**config.mk**
```make
export PLATFORM = sky130hd
export DESIGN_NAME = cpu_core_register_set
export DESIGN_NICKNAME = d
export VERILOG_FILES = /design/src/cpu_core_pkg.sv /design/src/cpu_core_register_set.sv /design/src/gpr_memory.sv
export VERILOG_INCLUDE_DIRS = /design/src
export SDC_FILE = /design/constraint.sdc
export NUM_CORES = 2
export LEC_CHECK = 0
export ABC_CLOCK_PERIOD_IN_PS = 29400
export BUFFER_PORTS_ARGS = -buffer_cell sky130_fd_sc_hd__buf_2
export CELL_PAD_IN_SITES_DETAIL_PLACEMENT = 2
export CELL_PAD_IN_SITES_GLOBAL_PLACEMENT = 2
export CORE_UTILIZATION = 40
export DETAILED_ROUTE_END_ITERATION = 10
export GPL_ROUTABILITY_DRIVEN = 0
export HOLD_SLACK_MARGIN = 0.05
export PLACE_DENSITY_LB_ADDON = 0.1
export SLEW_MARGIN = 20
export SYNTH_ARGS = -nofsm -noshare
export SYNTH_HDL_FRONTEND = slang
export SYNTH_SLANG_ARGS = --single-unit
```
**constraint.sdc**
```tcl
create_clock -name ref_clk -period 29.4 [get_ports ref_clk]
set_input_delay 8.82 -clock ref_clk [delete_from_list [all_inputs] [get_ports ref_clk]]
set_output_delay 8.82 -clock ref_clk [all_outputs]
set_load 0.005 [all_outputs]
```
**src/cpu_core_regs.svh**
```systemverilog
`ifndef CPU_CORE_REGS_SVH
`define CPU_CORE_REGS_SVH
// Register geometry
`define CORE_DATA_W 32
`define CORE_GPR_NUM 16
`define CORE_GPR_IDX_W 4
`define CORE_SP_INDEX 4'h0
// Reset synchroniser load value
`define CORE_RST_SYNC_SET 3'h7
// Status word field positions
`define PSW_FLAG_C 0
`define PSW_FLAG_Z 1
`define PSW_FLAG_S 2
`define PSW_FLAG_O 3
`define PSW_STACK_SEL 17
// Reset values
`define CORE_RESET_WORD 32'h0000_0000
`define CORE_RESET_PC 32'h0000_0000
`define CORE_RESET_PSW 32'h0000_0000
`endif

```
**src/cpu_core_pkg.sv**
```systemverilog
`default_nettype none
package cpu_core_pkg;
  // Control register selector for moves to and from control space
  typedef enum logic [2:0] {
    CtlIsp,
    CtlUsp,
    CtlIntb,
    CtlPc,
    CtlPsw,
    CtlBpc,
    CtlBpsw,
    CtlFintv
  } ctl_sel_e;

  // One register-file write port request
  typedef struct packed {
    logic en;
    logic [3:0] idx;
    logic [31:0] data;
  } gpr_wr_s;

  // Control register write request
  typedef struct packed {
    logic en;
    ctl_sel_e sel;
    logic [31:0] data;
  } ctl_wr_s;

  // Program flow request from the pipeline
  typedef struct packed {
    logic advance;
    logic branch;
    logic [31:0] target;
    logic [31:0] nextPc;
    logic pswWrite;
    logic [31:0] pswData;
  } flow_s;
endpackage
`default_nettype wire

```
**src/cpu_core_register_set.sv**
```systemverilog
`default_nettype none
`include "cpu_core_regs.svh"
module cpu_core_register_set
  import cpu_core_pkg::*;
#(
  parameter int WIDTH = `CORE_DATA_W,
  parameter int IDXW = `CORE_GPR_IDX_W
) (
  // Clock and reset
  input wire logic ref_clk,
  input wire logic external_reset_n,
  // Operand reads from the decoder
  input wire logic [IDXW-1:0] rdIdxA,
  input wire logic [IDXW-1:0] rdIdxB,
  output logic [WIDTH-1:0] rdDataA,
  output logic [WIDTH-1:0] rdDataB,
  // Result write from the pipeline
  input wire gpr_wr_s gprWr,
  // Control register moves
  input wire ctl_wr_s ctlWr,
  input wire ctl_sel_e ctlRdSel,
  output logic [WIDTH-1:0] ctlRdData,
  // Program flow
  input wire flow_s flow,
  // Fast interrupt controller
  input wire logic fastIntTake,
  input wire logic fastIntReturn,
  // Visible state
  output logic [WIDTH-1:0] programCounter,
  output logic [WIDTH-1:0] processorStatusWord,
  output logic [WIDTH-1:0] activeStackPointer,
  output logic [WIDTH-1:0] vectorTableBase,
  output logic stackSelectUser
);
  // ==========================================================
  // Reset synchroniser: asserts at once, releases after two edges
  logic [2:0] rstSync_r;
  logic rst;
  logic rstPin;

  assign rstPin = ~external_reset_n;

  always_ff @(posedge ref_clk or posedge rstPin) begin
    if (rstPin) begin
      rstSync_r <= `CORE_RST_SYNC_SET;
    end else begin
      rstSync_r <= {rstSync_r[1:0], 1'b0};
    end
  end

  // Held while the second and third stages are both set; released once either clears
  assign rst = rstSync_r[2] & rstSync_r[1];

  // ==========================================================
  // Control state
  typedef struct packed {
    logic [WIDTH-1:0] interrupt_stack_pointer;
    logic [WIDTH-1:0] user_stack_pointer;
    logic [WIDTH-1:0] vector_table_base;
    logic [WIDTH-1:0] pc;
    logic [WIDTH-1:0] processor_status_word;
    logic [WIDTH-1:0] backup_program_counter;
    logic [WIDTH-1:0] backup_status_word;
    logic [WIDTH-1:0] fast_vector_address;
  } ctl_state_s;

  ctl_state_s state_r;
  ctl_state_s state_nxt;

  function automatic logic isStackIdx(input logic [IDXW-1:0] idx);
    return idx == `CORE_SP_INDEX;
  endfunction

  function automatic logic userSel(input logic [WIDTH-1:0] processor_status_word);
    return processor_status_word[`PSW_STACK_SEL];
  endfunction

  // ==========================================================
  // General registers; slot zero unused, the banked pointers stand in
  // Read indices delayed to line up with the registered memory data
  typedef struct packed {
    logic [IDXW-1:0] idxA;
    logic [IDXW-1:0] idxB;
  } rd_state_s;

  rd_state_s rd_r;
  rd_state_s rd_nxt;
  logic [WIDTH-1:0] memA;
  logic [WIDTH-1:0] memB;
  logic memWrEn;

  assign memWrEn = gprWr.en && !isStackIdx(gprWr.idx);

  gpr_memory #(
    .DEPTH(`CORE_GPR_NUM),
    .WIDTH(WIDTH),
    .AW(IDXW)
  ) uMem (
    .ref_clk(ref_clk),
    .rst(rst),
    .wrEn(memWrEn),
    .wrIdx(gprWr.idx),
    .wrData(gprWr.data),
    .rdIdxA(rdIdxA),
    .rdIdxB(rdIdxB),
    .rdDataA(memA),
    .rdDataB(memB)
  );

  always_comb begin
    rd_nxt = rd_r;
    rd_nxt.idxA = rdIdxA;
    rd_nxt.idxB = rdIdxB;
  end

  always_ff @(posedge ref_clk or posedge rst) begin
    if (rst) begin
      rd_r <= '0;
    end else begin
      rd_r <= rd_nxt;
    end
  end

  // ==========================================================
  // Operand outputs
  // Stack pointer seen one cycle after the read request
  // The bank follows the select bit as it stands now, so a bank switch
  // between request and answer shows the newly selected pointer
  assign activeStackPointer = userSel(state_r.processor_status_word) ? state_r.user_stack_pointer : state_r.interrupt_stack_pointer;
  assign rdDataA = isStackIdx(rd_r.idxA) ? activeStackPointer : memA;
  assign rdDataB = isStackIdx(rd_r.idxB) ? activeStackPointer : memB;

  // ==========================================================
  // Next state; priority: fast take, fast return, flow, moves
  // Later assignments win, so the order of the blocks below is the
  // priority order; moving one changes which request survives a clash
  always_comb begin
    state_nxt = state_r;
    // Register zero writes reach the selected bank
    if (gprWr.en && isStackIdx(gprWr.idx)) begin
      if (userSel(state_r.processor_status_word)) begin
        state_nxt.user_stack_pointer = gprWr.data;
      end else begin
        state_nxt.interrupt_stack_pointer = gprWr.data;
      end
    end
    if (ctlWr.en) begin
      case (ctlWr.sel)
        CtlIsp: state_nxt.interrupt_stack_pointer = ctlWr.data;
        CtlUsp: state_nxt.user_stack_pointer = ctlWr.data;
        CtlIntb: state_nxt.vector_table_base = ctlWr.data;
        CtlPc: state_nxt.pc = ctlWr.data;
        CtlPsw: state_nxt.processor_status_word = ctlWr.data;
        CtlBpc: state_nxt.backup_program_counter = ctlWr.data;
        CtlBpsw: state_nxt.backup_status_word = ctlWr.data;
        CtlFintv: state_nxt.fast_vector_address = ctlWr.data;
        default: state_nxt = state_r;
      endcase
    end
    if (flow.pswWrite) begin
      state_nxt.processor_status_word = flow.pswData;
    end
    if (flow.branch) begin
      state_nxt.pc = flow.target;
    end else if (flow.advance) begin
      state_nxt.pc = flow.nextPc;
    end
    // Fast entry saves the state as it stood before this edge
    if (fastIntTake) begin
      state_nxt.backup_program_counter = state_r.pc;
      state_nxt.backup_status_word = state_r.processor_status_word;
      state_nxt.pc = state_r.fast_vector_address;
    end else if (fastIntReturn) begin
      state_nxt.pc = state_r.backup_program_counter;
      state_nxt.processor_status_word = state_r.backup_status_word;
    end
  end

  always_ff @(posedge ref_clk or posedge rst) begin
    if (rst) begin
      state_r <= '{interrupt_stack_pointer: `CORE_RESET_WORD, user_stack_pointer: `CORE_RESET_WORD, vector_table_base: `CORE_RESET_WORD,
                   pc: `CORE_RESET_PC, processor_status_word: `CORE_RESET_PSW, backup_program_counter: `CORE_RESET_WORD,
                   backup_status_word: `CORE_RESET_PSW, fast_vector_address: `CORE_RESET_WORD};
    end else begin
      state_r <= state_nxt;
    end
  end

  // ==========================================================
  // Control register read mux
  always_comb begin
    case (ctlRdSel)
      CtlIsp: ctlRdData = state_r.interrupt_stack_pointer;
      CtlUsp: ctlRdData = state_r.user_stack_pointer;
      CtlIntb: ctlRdData = state_r.vector_table_base;
      CtlPc: ctlRdData = state_r.pc;
      CtlPsw: ctlRdData = state_r.processor_status_word;
      CtlBpc: ctlRdData = state_r.backup_program_counter;
      CtlBpsw: ctlRdData = state_r.backup_status_word;
      CtlFintv: ctlRdData = state_r.fast_vector_address;
      default: ctlRdData = `CORE_RESET_WORD;
    endcase
  end

  // ==========================================================
  // Visible state
  assign programCounter = state_r.pc;
  assign processorStatusWord = state_r.processor_status_word;
  assign vectorTableBase = state_r.vector_table_base;
  assign stackSelectUser = userSel(state_r.processor_status_word);
endmodule
`default_nettype wire

```
**src/gpr_memory.sv**
```systemverilog
`default_nettype none
`include "cpu_core_regs.svh"
module gpr_memory #(
  parameter int DEPTH = `CORE_GPR_NUM,
  parameter int WIDTH = `CORE_DATA_W,
  parameter int AW = `CORE_GPR_IDX_W
) (
  // Clock and reset
  input wire logic ref_clk,
  input wire logic rst,
  // Write port
  input wire logic wrEn,
  input wire logic [AW-1:0] wrIdx,
  input wire logic [WIDTH-1:0] wrData,
  // Two registered read ports
  input wire logic [AW-1:0] rdIdxA,
  input wire logic [AW-1:0] rdIdxB,
  output logic [WIDTH-1:0] rdDataA,
  output logic [WIDTH-1:0] rdDataB
);
  // ==========================================================
  // Storage
  logic [DEPTH-1:0][WIDTH-1:0] mem_r;

  genvar g;
  generate
    for (g = 0; g < DEPTH; g++) begin : gCell
      always_ff @(posedge ref_clk or posedge rst) begin
        if (rst) begin
          mem_r[g] <= `CORE_RESET_WORD;
        end else if (wrEn && wrIdx == AW'(g)) begin
          mem_r[g] <= wrData;
        end
      end
    end
  endgenerate

  // ==========================================================
  // Registered reads
  always_ff @(posedge ref_clk or posedge rst) begin
    if (rst) begin
      rdDataA <= `CORE_RESET_WORD;
      rdDataB <= `CORE_RESET_WORD;
    end else begin
      rdDataA <= mem_r[rdIdxA];
      rdDataB <= mem_r[rdIdxB];
    end
  end
endmodule
`default_nettype wire
```
-- Word level (Yosys, flattened, before mapping)
Cells that the tools add are included.
- register bits after elaboration: 843
- input port bits: 187
- word-level logic and storage cells: 122
- order comparisons: 2
- equal/unequal tests: 29
- mux-type cells: 27
- bitwise gates (word level): 1
- reduce and logical (&&, ||, !) cells: 34
- operator list (kind ; number):
    $mux W32 ; 20
    $bmux W32 S4 ; 2
    $mux W256 ; 1
    $pmux W32 S8 ; 1
    $mux W64 ; 3
    $eq A4 B4 Y1 const B ; 8
    $eq A3 B3 Y1 const B ; 8
    $logic_and A1 B1 Y1 ; 18
    $eq A4 B3 Y1 const B ; 4
    $eq A3 B2 Y1 const B ; 4
    $logic_not A4 Y1 ; 3
    $lt A4 B5 Y1 const B ; 2
    $reduce_and A2 Y1 ; 5
    $reduce_bool A5 Y1 ; 2
    $eq A4 B2 Y1 const B ; 2
    $eq A3 B1 Y1 const B ; 2
    $logic_not A3 Y1 ; 2
    $reduce_bool A2 Y1 ; 3
    $eq A4 B1 Y1 const B ; 1
    $and A1 B1 Y1 ; 1
    $logic_not A1 Y1 ; 1

-- Logic depth before layout (Yosys ltp)
- word-level depth: 9
- mapped depth: 7
- gate-level depth less buffers: 4

-- Modules after synthesis
Synthesis repeated with hierarchy kept, for this count alone.
- cell total of the unflattened synthesis: 3557
- area total of the unflattened synthesis: 44402.6 µm²
- by module, submodules not included (module ; instances ; cells each ; area each (µm²)):
    gpr_memory ; 1 ; 1741 ; 28095.7
    cpu_core_register_set ; 1 ; 1816 ; 16306.9

-- Worst setup path before layout
Ideal clock, no wire load.
- path type: input to output
- start point: in ctlRdSel[1]
- end point: out ctlRdData[16]
- arrival: 9938 ps
- path slack: 10642 ps
- stages on the path: 6
- path buffers: 3
- cells stage by stage: buf_2 -> buf_2 -> buf_1 -> mux4_2 -> nand2_1 -> a21oi_1
- word-level cells in the longest chain between the ends: 2
- elaborated cells between the ends (all ways): 9
- those cells by class: 7 x eq/ne; 1 x mux; 1 x reduce/logical
- ends and longest elaborated chain (item ; line ; text):
    start: declaration ; cpu_core_register_set.sv:21 ; input wire ctl_sel_e ctlRdSel,
    $eq A3 B3 Y1 (tied with other cells) ; cpu_core_register_set.sv:192 ; case (ctlRdSel)
    $pmux W32 S8 * ; cpu_core_register_set.sv:192 ;
    end: declaration ; cpu_core_register_set.sv:22 ; output logic [WIDTH-1:0] ctlRdData,
Mark *: on every way between the ends. The rest lies on a longest branch, timed or not.

-- Worst setup path after layout
- start point: in ctlRdSel[2]
- end point: out ctlRdData[9]
Same word-level chain as after synthesis.

==> metrics.txt <==
Syn Area/Cell 12.4 sq um; unrepaired setup endpoints after global routing false; Clock Power Share 34.9%; most used routing layer met2; Distinct cells, synth 50; Reg area 21100 sq um; maximum vdd drop 0.0477 mV; synthesized area 44100 sq um; layout cells sized above 1 40.2%; CP max-delay cell a31oi_1; via count 32.6k; via density per instance 6.27; total power 3.78 mW; Area Growth Syn to Fin 13.6%; Die H 334 um; IO Pins 412; fin crit share 69.8%; Final Net Count 3882; Post-DRT Antenna Nets 0; Core Rows 121; Synth Area in Simple Gates 5.63%; Period minus WS final 20.51 ns; initial antenna violation count 17; Worst Skew 0.0229 ns; combinational power share 21.8%; DRT iter0 DRCs 2762; worst setup path start ctlRdSel[2]; Synth Area in Adders 0%; relative slew slack 18.3%; Post-CTS Setup Inserts 0; Max FO, Critical Path 44; DRT Wirelength 172000 um; Mapped Cells 3562; asr flop ratio synth 100%; crit-path max cell delay 0.61 ns; CP endpoint kind primary output; hpwl dp 111000 um; crit path launch type primary input; final slew viol count 0; # fillers 10.7k; Root Driver clkbuf_16; vias in the first global route 36.0k; CTS clk-pin slew, worst paths 0.06 ns; share of the yosys chip area belonging to registers 47.9%; final hold violations 0; max-capacitance violation count 0; worst reg2reg startpoint rstSync_r[1]$_DFF_PN1_; GRT Overall Usage 30.8%; endpoints failing setup 0; EDFF count, synth 0; Cell Count Post-Placement 5005; setup_tns 0 ns; CP top delay family buffers and inverters; post-CTS sizing 0; sw power 1.15 mW; DIE AREA 112000 sq um; most frequent CP cell buf_4; H-tree level count 3; mux share of post-synthesis cell area 30.5%; Die X 334 um; Worst EP arrival 11.69 ns; CTS tree built; port bufs 411; WP data required 20.58 ns; synth warn 0; M3 GR Usage 3.57%; P_int 2.63 mW; Pwr Density 75.5 nW/um^2; routed len/inst 33.0 um; CP Buf/Inv Count 4; share of power burned in registers 43.3%; DRC 0; first-pass GRT wire length 255000 um; Seq cells post-synth 843; commonest register cell after synthesis dfrtp_1; worst hold-check path type flop to async pin; 1st-pass router iterations 9; M1 GR Usage 41.4%; crit path kind primary input to primary output; Tightest Pin Transition 1.19 ns; Synth Area in XOR/XNOR 0%; routing usage on met2 51.7%; worst path cell trace buf_4 > buf_4 > or3_1 > buf_4 > nor2_1 > a31oi_1 > buf_2; compound-gate portion of the synthesized area 10.1%; total CTS buffers 98; Syn Nets 3749; multi-input logic area 20600 sq um; outcome finished, final reports clean; Initial Util 40.4%; GR Overflow Total 0; Final Non-Filler Cells 5194; Max Buffers Root-to-Sink 3; Leakage Power 22.0 nW; largest family of logic cells by synthesized area multiplexers; largest net degree at the start of global routing 167; fmax 48.8 MHz; Worst-Skew Late Latency 0.68 ns; Hold-fix buffers, CTS 0; Clock Sinks 843; Net Sw Frac 30.4%; CORE AREA 109000 sq um
-- power by group through the flow --
stage	logic, mW	clock network [mW]	registers [mW]
final	0.826	1.32	1.64
after global routing	0.885	1.39	1.66
after CTS	0.830	1.35	1.63
after detailed placement	0.821	0	1.65
after global placement	0.779	0	1.61
after floorplan	0.581	0	1.55
-- kinds of logic after synthesis --
family	after synthesis
buffers and inverters	568
and+or+nand+nor	571
muxes	944
DFF	843
other	1
AOI/OAI and AO/OA	635
-- routing by layer --
metal,wire [um],vias to the layer above
met1,73000,17700
met5,48,-
met3,8590,305
li1,-,13400
met2,84500,1140
met4,5500,8
-- sequential cells by signal, summed over array words and instances, names as in the netlist --
signal / cells
uMem.mem_r: 512
vectorTableBase: 32
state_r: 160
processorStatusWord: 32
rstSync_r: 3
programCounter: 32
uMem.rdDataA: 32
rd_r: 8
uMem.rdDataB: 32
-- worst paths after layout --
path	endpoint	slack [ns]	depth (start not counted)
min	rd_r[4]$_DFF_PP0_	0.26	1
min reg2reg	rd_r[4]$_DFF_PP0_	0.26	1
max	ctlRdData[9]	8.89	7
max in group asynchronous	rstSync_r[1]$_DFF_PN1_	21.26	1
max reg2reg	uMem.mem_r[335]$_DFFE_PP0P_	25.94	4
min in group ref_clk	rstSync_r[1]$_DFF_PN1_	0.36	0
-- cells in the mapped netlist, types with 2 or more instances --
library cell	instances	area (sq um)
clkbuf_1	248	931
a211o_1	10	87.6
inv_1	118	443
a22oi_1	147	1100
mux2_2	569	6410
a222oi_1	64	641
buf_2	78	390
buf_4	99	743
or2_2	4	25.0
and3_1	6	37.5
dfrtp_1	840	21000
nand2b_1	8	50.1
o2bb2ai_1	2	17.5
nand2_1	264	991
buf_6	2	22.5
nand3_1	3	15.0
dfstp_2	3	78.8
a22o_1	44	385
buf_1	21	78.8
o22ai_1	19	119
a31oi_1	80	500
or3_1	2	12.5
mux2_1	15	169
o22a_1	20	175
and3b_1	32	280
clkinv_1	2	7.51
nor2b_1	13	81.3
mux4_2	261	5880
nor2_1	218	818
o21ai_0	74	370
mux2i_1	99	991
a21oi_1	127	636
nand3b_1	4	30.0
and2_1	6	37.5
a211oi_1	5	37.5
nor4_2	2	25.0
o21ai_1	8	40.0
a221oi_1	33	289
-- metrics by stage --
| stage | area, sq um | setup WS (ns) | hold slack, ns | utilization [%] |
|---|---|---|---|---|
| 2_1_floorplan | 44100 | 3.15 | 0.345 | - |
| 3_3_place_gp | 46500 | 9.04 | 0.248 | 42.6 |
| 3_5_place_dp | 46500 | 8.97 | 0.263 | 42.6 |
| 4_1_cts | 49900 | 8.97 | 0.268 | 45.8 |
| 5_1_grt | 50100 | 8.85 | 0.299 | 45.9 |
| 6_report | 50100 | 8.89 | 0.257 | 45.9 |
-- area by class of cell --
| type | count | share of cell area [%] |
|---|---|---|
| repair buffers | 481 | 5.41 |
| diodes | 5 | 0.0250 |
| inverters | 120 | 0.900 |
| well taps | 1414 | 3.53 |
| clock buffers | 135 | 5.56 |
| flip-flops and latches | 843 | 42.1 |
| multi-input cells | 2151 | 41.1 |
| clock inverters | 45 | 1.34 |
-- cell usage in the layout, fill, tap and decap left out, types with 6 or more instances in the layout --
master / instances
a222oi_1: 64
mux2_2: 569
clkinv_2: 16
nor2b_1: 8
clkbuf_8: 21
bufinv_16: 16
mux2i_1: 99
clkinvlp_4: 10
and3_1: 6
nor2_4: 11
buf_2: 403
and3b_1: 32
nand2_1: 262
a221oi_1: 33
o22ai_1: 19
a31oi_1: 79
nor2_1: 204
a22o_1: 44
a21oi_1: 127
o21ai_1: 8
o22a_1: 20
mux2_1: 15
clkbuf_16: 98
a211o_1: 10
dfrtp_1: 839
mux4_2: 261
buf_4: 71
a22oi_1: 147
o21ai_0: 74
clkbuf_1: 18
inv_1: 118
Note: power is estimated with default switching activity, not from simulation.
